`config.mk`:
```
export PLATFORM = sky130hd
export DESIGN_NAME = rct_timer
export DESIGN_NICKNAME = d
export VERILOG_FILES = /design/src/logic/rct_pkg.sv /design/src/logic/rct_tick_if.sv /design/src/logic/rct_tick_gen.sv /design/src/logic/rct_timer.sv
export SDC_FILE = /design/constraint.sdc
export NUM_CORES = 1
export LEC_CHECK = 0
export ABC_AREA = 0
export BUFFER_PORTS_ARGS = -buffer_cell sky130_fd_sc_hd__buf_2
export CORE_ASPECT_RATIO = 1.5
export CORE_UTILIZATION = 59
export CTS_CLUSTER_SIZE = 25
export DETAILED_ROUTE_END_ITERATION = 7
export GPL_ROUTABILITY_DRIVEN = 0
export HOLD_SLACK_MARGIN = 0.03
export PLACE_DENSITY = 0.83
export SLEW_MARGIN = 20
export SYNTH_ARGS = -nofsm -noshare
export SYNTH_HDL_FRONTEND = slang
export SYNTH_SLANG_ARGS = --single-unit
export TNS_END_PERCENT = 10
```
`constraint.sdc`:
```
create_clock -name sys_clk -period 5.4 [get_ports sys_clk]
set_input_delay 0.27 -clock sys_clk [delete_from_list [all_inputs] [get_ports sys_clk]]
set_output_delay 0.27 -clock sys_clk [all_outputs]
set_load 0.05 [all_outputs]
```
`src/logic/rct_pkg.sv`:
```
// Purpose: Shared constants of the reload/capture timer
// Assumes: Byte address of a register is its index times four
// Notes:   Registers are 8 bits wide, held in bits 7:0 of a word
package rct_pkg;
	// Register indices, byte address = index * 4
	localparam logic [9:0] IDX_CTRL  = 10'h091;
	localparam logic [9:0] IDX_RLL   = 10'h092;
	localparam logic [9:0] IDX_RLH   = 10'h093;
	localparam logic [9:0] IDX_CNTL  = 10'h094;
	localparam logic [9:0] IDX_CNTH  = 10'h095;
	localparam logic [9:0] IDX_CKSEL = 10'h096;
	localparam logic [9:0] IDX_IE    = 10'h097;
	localparam logic [9:0] IDX_ISTAT = 10'h098;
	localparam logic [9:0] IDX_IMASK = 10'h099;

	// Control register fields
	localparam int unsigned CTRL_HF    = 7;
	localparam int unsigned CTRL_LF    = 6;
	localparam int unsigned CTRL_LEN   = 5;
	localparam int unsigned CTRL_CEN   = 4;
	localparam int unsigned CTRL_SPLIT = 3;
	localparam int unsigned CTRL_RUN   = 2;
	localparam int unsigned CTRL_XSEL1 = 1;

	// Clock select register fields
	localparam int unsigned CK_LOW  = 0;
	localparam int unsigned CK_HIGH = 1;

	// Interrupt status and mask fields
	localparam int unsigned ST_HIGH = 0;
	localparam int unsigned ST_LOW  = 1;

	// External clock select codes
	localparam logic [1:0] XCLK_DIV12 = 2'h0;
	localparam logic [1:0] XCLK_CMP   = 2'h1;
	localparam logic [1:0] XCLK_EXT8  = 2'h3;

	// Reset values
	localparam logic [7:0] CTRL_RST  = 8'h00;
	localparam logic [7:0] BYTE_RST  = 8'h00;
	localparam logic [1:0] CK_RST    = 2'h0;
	localparam logic [1:0] MASK_RST  = 2'h3;

	// Prescaler counts
	localparam int unsigned DIV_SYS = 12;
	localparam int unsigned DIV_EXT = 8;

	// Bus answers
	localparam logic [1:0] RESP_OKAY   = 2'h0;
	localparam logic [1:0] RESP_SLVERR = 2'h2;
endpackage : rct_pkg

```
`src/logic/rct_tick_if.sv`:
```
// Purpose: Count pulses from the prescaler to the timer core
// Assumes: Every pulse lasts one sys_clk cycle
// Notes:   src drives, snk listens
`timescale 1ns/1ps
interface rct_tick_if;
	logic tick_div12;
	logic tick_cmp;
	logic tick_ext8;
	modport src (output tick_div12, output tick_cmp, output tick_ext8);
	modport snk (input tick_div12, input tick_cmp, input tick_ext8);
endinterface : rct_tick_if

```
`src/logic/rct_tick_gen.sv`:
```
// Purpose: Make one-cycle count pulses from slow or foreign sources
// Assumes: ext_osc_in is slower than half of sys_clk
// Notes:   Async inputs pass two flops before any edge logic
`timescale 1ns/1ps
module rct_tick_gen #(
	parameter int unsigned DIV_SYS = rct_pkg::DIV_SYS,
	parameter int unsigned DIV_EXT = rct_pkg::DIV_EXT
) (
	input  wire logic sys_clk,
	input  wire logic sys_rst,
	input  wire logic cmp1_in,
	input  wire logic ext_osc_in,
	rct_tick_if.src   ticks
);
	localparam int unsigned SW = $clog2(DIV_SYS);
	localparam int unsigned EW = $clog2(DIV_EXT);

	logic [1:0]    cmp_sync;
	logic [1:0]    ext_sync;
	logic          cmp_last;
	logic          ext_last;
	logic [SW-1:0] sys_cnt;
	logic [EW-1:0] ext_cnt;
	logic          t_div;
	logic          t_cmp;
	logic          t_ext;
	logic [1:0]    next_cmp_sync;
	logic [1:0]    next_ext_sync;
	logic [SW-1:0] next_sys_cnt;
	logic [EW-1:0] next_ext_cnt;
	logic          next_t_div;
	logic          next_t_cmp;
	logic          next_t_ext;
	logic          ext_rise;

	// Sync stage 0 feeds only stage 1; edges are seen past stage 1
	always_comb begin
		next_cmp_sync = {cmp_sync[0], cmp1_in};
		next_ext_sync = {ext_sync[0], ext_osc_in};
		ext_rise      = ext_sync[1] & ~ext_last;
		next_t_cmp    = cmp_sync[1] & ~cmp_last;
		next_t_div    = (sys_cnt == SW'(DIV_SYS - 1));
		next_sys_cnt  = next_t_div ? '0 : sys_cnt + SW'(1);
		next_t_ext    = ext_rise && (ext_cnt == EW'(DIV_EXT - 1));
		// Wrap on the divide count, so any divider length stays exact
		next_ext_cnt  = !ext_rise ? ext_cnt
			: (next_t_ext ? '0 : ext_cnt + EW'(1));
	end

	// Registered pulses so the core sees clean one-cycle ticks
	always_ff @(posedge sys_clk or posedge sys_rst) begin
		if (sys_rst) begin
			cmp_sync <= 2'h0;
			ext_sync <= 2'h0;
			cmp_last <= 1'b0;
			ext_last <= 1'b0;
			sys_cnt  <= '0;
			ext_cnt  <= '0;
			t_div    <= 1'b0;
			t_cmp    <= 1'b0;
			t_ext    <= 1'b0;
		end else begin
			cmp_sync <= next_cmp_sync;
			ext_sync <= next_ext_sync;
			cmp_last <= cmp_sync[1];
			ext_last <= ext_sync[1];
			sys_cnt  <= next_sys_cnt;
			ext_cnt  <= next_ext_cnt;
			t_div    <= next_t_div;
			t_cmp    <= next_t_cmp;
			t_ext    <= next_t_ext;
		end
	end

	assign ticks.tick_div12 = t_div;
	assign ticks.tick_cmp   = t_cmp;
	assign ticks.tick_ext8  = t_ext;
endmodule : rct_tick_gen

```
`src/logic/rct_timer.sv`:
```
// Purpose: 16-bit reload/capture timer with AXI4-Lite registers
// Assumes: Single sys_clk domain, 8-bit registers in bits 7:0
// Notes:   Software writes to counts win over counting that cycle
// How it works
// Two count bytes form one 16-bit counter, 16-bit or split mode.
// Count clock is sys, sys/12, ext/8 or comparator, synchronised.
// 16-bit mode: on 0xFFFF wrap load reload bytes, set high flag.
// 16-bit mode: interrupt on every overflow when timer irq enabled.
// 16-bit mode: low byte wrap also interrupts when low enable set.
// Split mode: each byte reloads from its own reload byte.
// Split mode: run bit gates high byte only; low byte always counts.
// Clock select 1 picks sys clock, else external code picks source.
// Split mode: each byte's wrap sets its own overflow flag.
// Split mode: high wrap interrupts; low too if low enable set.
// Hardware never clears overflow flags; software writes control.
// Software reads both flags to find the interrupt source.
// Capture enable selects capture mode; software keeps split at 0.
// Capture event on comparator rise or every 8 external cycles.
// Capture copies count into reload bytes, sets flag, interrupts.
// Software picks a fast count clock and subtracts two captures.
// Control register index 0x91, documented layout, resets to 0.
// Reserved external code gives no pulses; byte holds its value.
//
// The register offsets and the AXI4-Lite interface to the registers are this design's own decisions.
`timescale 1ns/1ps
module rct_timer (
	input  wire logic        sys_clk,
	input  wire logic        sys_rst,
	input  wire logic        cmp1_in,
	input  wire logic        ext_osc_in,
	input  wire logic [11:0] s_axi_awaddr,
	input  wire logic        s_axi_awvalid,
	output      logic        s_axi_awready,
	input  wire logic [31:0] s_axi_wdata,
	input  wire logic [3:0]  s_axi_wstrb,
	input  wire logic        s_axi_wvalid,
	output      logic        s_axi_wready,
	output      logic [1:0]  s_axi_bresp,
	output      logic        s_axi_bvalid,
	input  wire logic        s_axi_bready,
	input  wire logic [11:0] s_axi_araddr,
	input  wire logic        s_axi_arvalid,
	output      logic        s_axi_arready,
	output      logic [31:0] s_axi_rdata,
	output      logic [1:0]  s_axi_rresp,
	output      logic        s_axi_rvalid,
	input  wire logic        s_axi_rready,
	output      logic        irq
);
	rct_tick_if ticks ();

	rct_tick_gen u_ticks (
		.sys_clk    (sys_clk),
		.sys_rst    (sys_rst),
		.cmp1_in    (cmp1_in),
		.ext_osc_in (ext_osc_in),
		.ticks      (ticks.src)
	);

	// Bus state
	logic        aw_held;
	logic [9:0]  aw_idx;
	logic        w_held;
	logic [7:0]  w_byte;
	logic        w_lane;
	logic        bvalid;
	logic [1:0]  bresp;
	logic        rvalid;
	logic [7:0]  rbyte;
	logic [1:0]  rresp;
	logic        next_aw_held;
	logic [9:0]  next_aw_idx;
	logic        next_w_held;
	logic [7:0]  next_w_byte;
	logic        next_w_lane;
	logic        next_bvalid;
	logic [1:0]  next_bresp;
	logic        next_rvalid;
	logic [7:0]  next_rbyte;
	logic [1:0]  next_rresp;
	logic        wr_go;
	logic        rd_go;
	logic        rd_hit;
	logic        wr_hit;
	logic [9:0]  rd_idx;

	// Timer state
	logic [7:0]  ctrl;
	logic [1:0]  cksel;
	logic        tmr_ie;
	logic [7:0]  rll;
	logic [7:0]  rlh;
	logic [7:0]  cnt_l;
	logic [7:0]  cnt_h;
	logic [1:0]  istat;
	logic [1:0]  imask;
	logic        irq_q;
	logic [7:0]  next_ctrl;
	logic [1:0]  next_cksel;
	logic        next_tmr_ie;
	logic [7:0]  next_rll;
	logic [7:0]  next_rlh;
	logic [7:0]  next_cnt_l;
	logic [7:0]  next_cnt_h;
	logic [1:0]  next_istat;
	logic [1:0]  next_imask;
	logic        next_irq;

	// Datapath terms
	logic        split;
	logic        run;
	logic        cen;
	logic        tk_l;
	logic        tk_h;
	logic        inc_l;
	logic        inc_h;
	logic        ovf_l;
	logic        ovf_h;
	logic        reload16;
	logic        cap_evt;
	logic        set_hf;
	logic        set_lf;

	// Pick one byte's count pulse from its select bit and the code
	function automatic logic pick_tick(input logic sys_sel,
	                                   input logic [1:0] code,
	                                   input logic t_div,
	                                   input logic t_cmp,
	                                   input logic t_ext);
		logic t;
		t = 1'b0;
		if (sys_sel) begin
			t = 1'b1;
		end else begin
			case (code)
				rct_pkg::XCLK_DIV12: t = t_div;
				rct_pkg::XCLK_CMP:   t = t_cmp;
				rct_pkg::XCLK_EXT8:  t = t_ext;
				default:             t = 1'b0;
			endcase
		end
		return t;
	endfunction : pick_tick

	// Write and read address decode; one word per index
	assign wr_go  = aw_held & w_held & ~bvalid;
	assign rd_idx = s_axi_araddr[11:2];
	assign rd_go  = s_axi_arvalid & ~rvalid;
	always_comb begin
		wr_hit = 1'b0;
		rd_hit = 1'b0;
		case (aw_idx)
			rct_pkg::IDX_CTRL, rct_pkg::IDX_RLL, rct_pkg::IDX_RLH,
			rct_pkg::IDX_CNTL, rct_pkg::IDX_CNTH, rct_pkg::IDX_CKSEL,
			rct_pkg::IDX_IE, rct_pkg::IDX_ISTAT,
			rct_pkg::IDX_IMASK: wr_hit = 1'b1;
			default:            wr_hit = 1'b0;
		endcase
		next_rbyte = 8'h00;
		case (rd_idx)
			rct_pkg::IDX_CTRL:  next_rbyte = ctrl;
			rct_pkg::IDX_RLL:   next_rbyte = rll;
			rct_pkg::IDX_RLH:   next_rbyte = rlh;
			rct_pkg::IDX_CNTL:  next_rbyte = cnt_l;
			rct_pkg::IDX_CNTH:  next_rbyte = cnt_h;
			rct_pkg::IDX_CKSEL: next_rbyte = {6'h00, cksel};
			rct_pkg::IDX_IE:    next_rbyte = {7'h00, tmr_ie};
			rct_pkg::IDX_ISTAT: next_rbyte = {6'h00, istat};
			rct_pkg::IDX_IMASK: next_rbyte = {6'h00, imask};
			default:            next_rbyte = 8'h00;
		endcase
		rd_hit = (next_rbyte != 8'h00) || (rd_idx == rct_pkg::IDX_CTRL)
			|| (rd_idx >= rct_pkg::IDX_RLL && rd_idx <= rct_pkg::IDX_IMASK);
	end

	// Bus channel handshakes; address and data may come in either order
	always_comb begin
		next_aw_held = aw_held;
		next_aw_idx  = aw_idx;
		next_w_held  = w_held;
		next_w_byte  = w_byte;
		next_w_lane  = w_lane;
		next_bvalid  = bvalid;
		next_bresp   = bresp;
		next_rvalid  = rvalid;
		next_rresp   = rresp;
		if (s_axi_awvalid && s_axi_awready) begin
			next_aw_held = 1'b1;
			next_aw_idx  = s_axi_awaddr[11:2];
		end
		if (s_axi_wvalid && s_axi_wready) begin
			next_w_held = 1'b1;
			next_w_byte = s_axi_wdata[7:0];
			next_w_lane = s_axi_wstrb[0];
		end
		if (wr_go) begin
			next_aw_held = 1'b0;
			next_w_held  = 1'b0;
			next_bvalid  = 1'b1;
			next_bresp   = wr_hit ? rct_pkg::RESP_OKAY
				: rct_pkg::RESP_SLVERR;
		end else if (bvalid && s_axi_bready) begin
			next_bvalid = 1'b0;
		end
		if (rd_go) begin
			next_rvalid = 1'b1;
			next_rresp  = rd_hit ? rct_pkg::RESP_OKAY
				: rct_pkg::RESP_SLVERR;
		end else if (rvalid && s_axi_rready) begin
			next_rvalid = 1'b0;
		end
	end

	// Bus registers; read data is latched when the address is taken
	always_ff @(posedge sys_clk or posedge sys_rst) begin
		if (sys_rst) begin
			aw_held <= 1'b0;
			aw_idx  <= 10'h000;
			w_held  <= 1'b0;
			w_byte  <= 8'h00;
			w_lane  <= 1'b0;
			bvalid  <= 1'b0;
			bresp   <= 2'h0;
			rvalid  <= 1'b0;
			rbyte   <= 8'h00;
			rresp   <= 2'h0;
		end else begin
			aw_held <= next_aw_held;
			aw_idx  <= next_aw_idx;
			w_held  <= next_w_held;
			w_byte  <= next_w_byte;
			w_lane  <= next_w_lane;
			bvalid  <= next_bvalid;
			bresp   <= next_bresp;
			rvalid  <= next_rvalid;
			rbyte   <= rd_go ? next_rbyte : rbyte;
			rresp   <= next_rresp;
		end
	end

	assign s_axi_awready = ~aw_held & ~bvalid;
	assign s_axi_wready  = ~w_held & ~bvalid;
	assign s_axi_bvalid  = bvalid;
	assign s_axi_bresp   = bresp;
	assign s_axi_arready = ~rvalid;
	assign s_axi_rvalid  = rvalid;
	assign s_axi_rresp   = rresp;
	assign s_axi_rdata   = {24'h000000, rbyte};
	assign irq           = irq_q;

	// Mode bits and per-byte count pulses
	always_comb begin
		split = ctrl[rct_pkg::CTRL_SPLIT];
		run   = ctrl[rct_pkg::CTRL_RUN];
		cen   = ctrl[rct_pkg::CTRL_CEN];
		// 16-bit and capture modes count on the low byte's clock
		tk_l = pick_tick(cksel[rct_pkg::CK_LOW], ctrl[1:0],
			ticks.tick_div12, ticks.tick_cmp, ticks.tick_ext8);
		tk_h = pick_tick(cksel[rct_pkg::CK_HIGH], ctrl[1:0],
			ticks.tick_div12, ticks.tick_cmp, ticks.tick_ext8);
		inc_l = split ? tk_l : (run & tk_l);
		ovf_l = inc_l && (cnt_l == 8'hff);
		inc_h = split ? (run & tk_h) : ovf_l;
		ovf_h = inc_h && (cnt_h == 8'hff);
		// Capture mode wraps freely: a reload would corrupt the capture
		reload16 = ~split & ~cen & ovf_h;
		// Select bit 1 clear captures on comparator rises, set on osc/8
		cap_evt  = cen & (ctrl[rct_pkg::CTRL_XSEL1] ? ticks.tick_ext8
			: ticks.tick_cmp);
		set_hf = cap_evt | (ovf_h & ~cen);
		set_lf = ovf_l;
	end

	// Next state of counts, reloads, control and interrupt state
	always_comb begin
		next_ctrl   = ctrl;
		next_cksel  = cksel;
		next_tmr_ie = tmr_ie;
		next_rll    = rll;
		next_rlh    = rlh;
		next_cnt_l  = cnt_l;
		next_cnt_h  = cnt_h;
		next_istat  = istat;
		next_imask  = imask;
		if (wr_go && w_lane) begin
			case (aw_idx)
				rct_pkg::IDX_CTRL:  next_ctrl   = w_byte;
				rct_pkg::IDX_RLL:   next_rll    = w_byte;
				rct_pkg::IDX_RLH:   next_rlh    = w_byte;
				rct_pkg::IDX_CNTL:  next_cnt_l  = w_byte;
				rct_pkg::IDX_CNTH:  next_cnt_h  = w_byte;
				rct_pkg::IDX_CKSEL: next_cksel  = w_byte[1:0];
				rct_pkg::IDX_IE:    next_tmr_ie = w_byte[0];
				rct_pkg::IDX_ISTAT: next_istat  = istat & ~w_byte[1:0];
				rct_pkg::IDX_IMASK: next_imask  = w_byte[1:0];
				default:            next_ctrl   = ctrl;
			endcase
		end
		// Counting yields to a software write to the same count byte
		if (inc_l && !(wr_go && w_lane && aw_idx == rct_pkg::IDX_CNTL)) begin
			if ((split && ovf_l) || reload16)
				next_cnt_l = rll;
			else
				next_cnt_l = cnt_l + 8'h01;
		end
		if (inc_h && !(wr_go && w_lane && aw_idx == rct_pkg::IDX_CNTH)) begin
			if ((split && ovf_h) || reload16)
				next_cnt_h = rlh;
			else
				next_cnt_h = cnt_h + 8'h01;
		end
		// Capture beats a software write to the reload bytes
		if (cap_evt) begin
			next_rll = cnt_l;
			next_rlh = cnt_h;
		end
		// Hardware only sets flags, and a set beats a clearing write
		next_ctrl[rct_pkg::CTRL_HF] = next_ctrl[rct_pkg::CTRL_HF] | set_hf;
		next_ctrl[rct_pkg::CTRL_LF] = next_ctrl[rct_pkg::CTRL_LF] | set_lf;
		// Interrupt events: high always, low only with its enable
		next_istat[rct_pkg::ST_HIGH] = next_istat[rct_pkg::ST_HIGH]
			| set_hf;
		next_istat[rct_pkg::ST_LOW] = next_istat[rct_pkg::ST_LOW]
			| (set_lf & ctrl[rct_pkg::CTRL_LEN]);
		next_irq = tmr_ie & |(istat & imask);
	end

	// Timer registers, all cleared by reset except imask, which resets to 3
	always_ff @(posedge sys_clk or posedge sys_rst) begin
		if (sys_rst) begin
			ctrl   <= rct_pkg::CTRL_RST;
			cksel  <= rct_pkg::CK_RST;
			tmr_ie <= 1'b0;
			rll    <= rct_pkg::BYTE_RST;
			rlh    <= rct_pkg::BYTE_RST;
			cnt_l  <= rct_pkg::BYTE_RST;
			cnt_h  <= rct_pkg::BYTE_RST;
			istat  <= 2'h0;
			imask  <= rct_pkg::MASK_RST;
			irq_q  <= 1'b0;
		end else begin
			ctrl   <= next_ctrl;
			cksel  <= next_cksel;
			tmr_ie <= next_tmr_ie;
			rll    <= next_rll;
			rlh    <= next_rlh;
			cnt_l  <= next_cnt_l;
			cnt_h  <= next_cnt_h;
			istat  <= next_istat;
			imask  <= next_imask;
			irq_q  <= next_irq;
		end
	end
endmodule : rct_timer

```
==> flow_summary.toml <==
[status]
status = "finished with violations"
violations = "design-rule violations"

[power_and_ir_drop]
swShare_pct = 37.0
leakage_nw = 2.73
p_sw_w = 0.000826
p_comb_share_pct = 23.6
p_int_w = 0.00141
p_clk_share_pct = 27.8
pwr-share-seq_pct = 48.6
p_per_area_nw_per_um2 = 382
vdd_drop_max_v = 0.000387

[cts]
h-tree-depth = 3
cts_inserted_buffers = 9
hold_buffers = 2
cts.repair.resized = 0
cts_sinks = 97
path_clk_slew_ps = 70
clk_path_buf_depth = 2
postCtsSetupBuffers = 0
cts_tree = "done"
clkLatencyLatePin_ps = 350
cts-root-buf = "clkbuf_16"

[detailed_routing]
viasPerCell = 6.25
route.detailed.drc = 17
vias = 4272
drt_pass1_iterations = 8
first_iter_violations = 427
wl_per_cell_um = 18.1
wl_um = 12400
ant_nets = 0

[timing]
rsz0062_at_grt = "false"
timing.hold.ws_ps = 53.5
finalSetupViolations = 0
relSlewSlack_pct = 37.9
finalHoldViolCount = 0
fin_crit_ps = 2480
clock.fmax_mhz = 403
drv_slew = 0
fin_crit_sh_pct = 45.9
skew_ps = 7.89
tightest_slew_ps = 930
fin_setup_tns_ps = 0

[finish]
drive_gt1_share_pct = 23.2
area_delta_synth_final_pct = 9.76
finalNetCount = 643
n_antenna_cell = 0
final_cells = 684
utilization_pct = 66.6

[yosys]
yosysWarningCount = 0
synth-seq-area-share_pct = 45.7
synth_edf_count = 0
yosys-top-cells-area = "dfrtp_1 45%, mux2_2 8.0%, mux2i_1 4.7%, nor2_1 4.2%, buf_4 3.8%"
async_flop_share_pct = 100
syn_avg_cell_area_sq_um = 10.1
synth.most_common_cell = "dfrtp_1"
syn_area_sq_um = 5320
synthCells = 528
synth_commonest_cells = "95 x dfrtp_1, 60 x nor2_1, 38 x mux2_2"
ys_types = 71
ys_ff_latch = 97
synth_top_area_share_pct = 44.7
synth_top_area_cell = "dfrtp_1"
synth_flop_cell = "dfrtp_1"

[global_route]
grt_max_degree = 51
grt_pass1_wl_um = 20500
grt_pass1_vias = 4172
track_usage_pct = 28.4
grt.overflow.total = 0
antenna_found_initial = 0

[floorplanning]
die_h_um = 118
fp.dieW_um = 79.5
coreArea_sq_um = 8780
io_pins = 111
start_util_pct = 60.6
rows = 42
die-area_sq_um = 9410

[placed_design]
portBuffers = 53
post-dp-hpwl_um = 8940
dp.cells = 666

[worst_setup_path]
cp_top_family = "simple AND/OR/NAND/NOR gates"
cp.required_ps = 5640
crit_slowest_cell = "dfrtp_1"
worstReg2RegStart = "cnt_l[0]"
critPathCaptureType = "register"
startpoint = "cnt_l[0]"
path_class = "reg -> reg"
max_stage_delay_ps = 510
arrival_ps = 2720
cp-start-kind = "register"
cp_max_fo = 8
path_buf_inv = 0
cp_cell_sequence = "ha_1 -> nand4_1 -> nor3_1 -> a22oi_4 -> or2b_1 -> a211oi_1 -> nor3_2"

[hold_path]
hold_class = "in -> async"

[job]
maxCapViolations = 0
logic make-up (layout without fill, tap and decap cells):
| kind of cell | count (synthesis) | after routing | synth area share (%) |
|---|---|---|---|
| and+or+nand+nor | 184 | 184 | 18.8 |
| AOI/OAI and AO/OA | 108 | 108 | 13.8 |
| DFF | 97 | 97 | 45.7 |
| muxes | 64 | 64 | 13.0 |
| buffers and inverters | 63 | 84 | 6.49 |
| xor gates and xnor gates | 6 | 6 | 0.988 |
| adders and majority gates | 5 | 5 | 1.18 |
| other | 1 | 26 | 0.0705 |
cell usage in the layout, fill, tap and decap left out, types with 3 or more instances in the layout:
| cell type | instances |
|---|---|
| a22o_1 | 6 |
| nand4b_1 | 4 |
| o21ai_0 | 22 |
| o22ai_1 | 4 |
| o21ai_1 | 3 |
| mux2_2 | 38 |
| ha_1 | 5 |
| buf_2 | 53 |
| dfrtp_1 | 95 |
| a211oi_1 | 5 |
| xnor2_1 | 5 |
| nand2_1 | 34 |
| conb_1 | 26 |
| nor3_1 | 14 |
| nor2_1 | 60 |
| mux2i_1 | 25 |
| a31oi_1 | 7 |
| a21oi_1 | 28 |
| nand2b_1 | 7 |
| and3_1 | 7 |
| a22oi_1 | 9 |
| inv_1 | 10 |
| nand3b_1 | 4 |
| nor2b_1 | 7 |
| nand4_1 | 5 |
| nand3_1 | 15 |
| clkinvlp_4 | 3 |
| a221oi_1 | 6 |
| clkbuf_16 | 9 |
stage by stage:
stage | total power [W] | setup slack, ps | area [sq um]
global route | 0.00234 | 2860 | 5840
global placement | 0.00159 | 3110 | 5530
finish | 0.00223 | 2920 | 5840
floorplan | 0.00148 | 2600 | 5420
detailed placement | 0.00162 | 3040 | 5530
CTS | 0.00224 | 2950 | 5840
layout make-up:
| cell class | instances | area (sq um) |
|---|---|---|
| Clock buffer | 9 | 225 |
| Clock inverter | 7 | 62.6 |
| Fill cell | 694 | 2940 |
| Inverter | 11 | 42.5 |
| Multi-Input combinational cell | 393 | 2640 |
| Sequential cell | 97 | 2430 |
| Tap cell | 110 | 138 |
| Timing Repair Buffer | 57 | 300 |
power groups by stage:
stage / Combinational, W / Clock, W / Sequential [W]
global route: 0.000573 / 0.000661 / 0.00110
global placement: 0.000506 / 0 / 0.00108
detailed placement: 0.000530 / 0 / 0.00109
floorplan: 0.000424 / 0 / 0.00106
CTS: 0.000533 / 0.000628 / 0.00108
finish: 0.000527 / 0.000622 / 0.00108
routing by layer:
metal,part of all wire (%),track usage (%),routed length (um)
met5,0,0,0
met4,4.9,14.3,602
met3,5.9,4.94,725
met2,52,48.0,6410
met1,37,34.2,4630
sequential cells by signal, summed over array words and instances (netlist names), 2 cells and up:
register,cells
ctrl,8
rll,8
imask,2
istat,2
cksel,2
cnt_h,8
cnt_l,8
rlh,8
w_byte,8
aw_idx,10
u_ticks.ext_cnt,3
rbyte,8
u_ticks.cmp_sync,2
u_ticks.ext_sync,2
u_ticks.sys_cnt,4
path summary, 6_finish.rpt:
check                                       to  slack (ps)  cells past startpoint
min in group sys_clk              s_axi_bvalid          90                      2
max in group asynchronous             cnt_h[4]        4230                      3
setup / recovery                      cnt_h[6]        2920                      7
hold / removal              u_ticks.sys_cnt[3]          50                      2
setup reg to reg                      cnt_h[6]        2920                      7
hold reg to reg            u_ticks.cmp_sync[1]         350                      0
worst reg2reg max path: cells and delay by family, from the launching register on:
family                     cells  cell delay [ps]
adders and majority gates      1              310
DFF                            1              510
and+or+nand+nor                4             1120
AOI/OAI and AO/OA              2              430
Power figures use the tool's default switching activity.
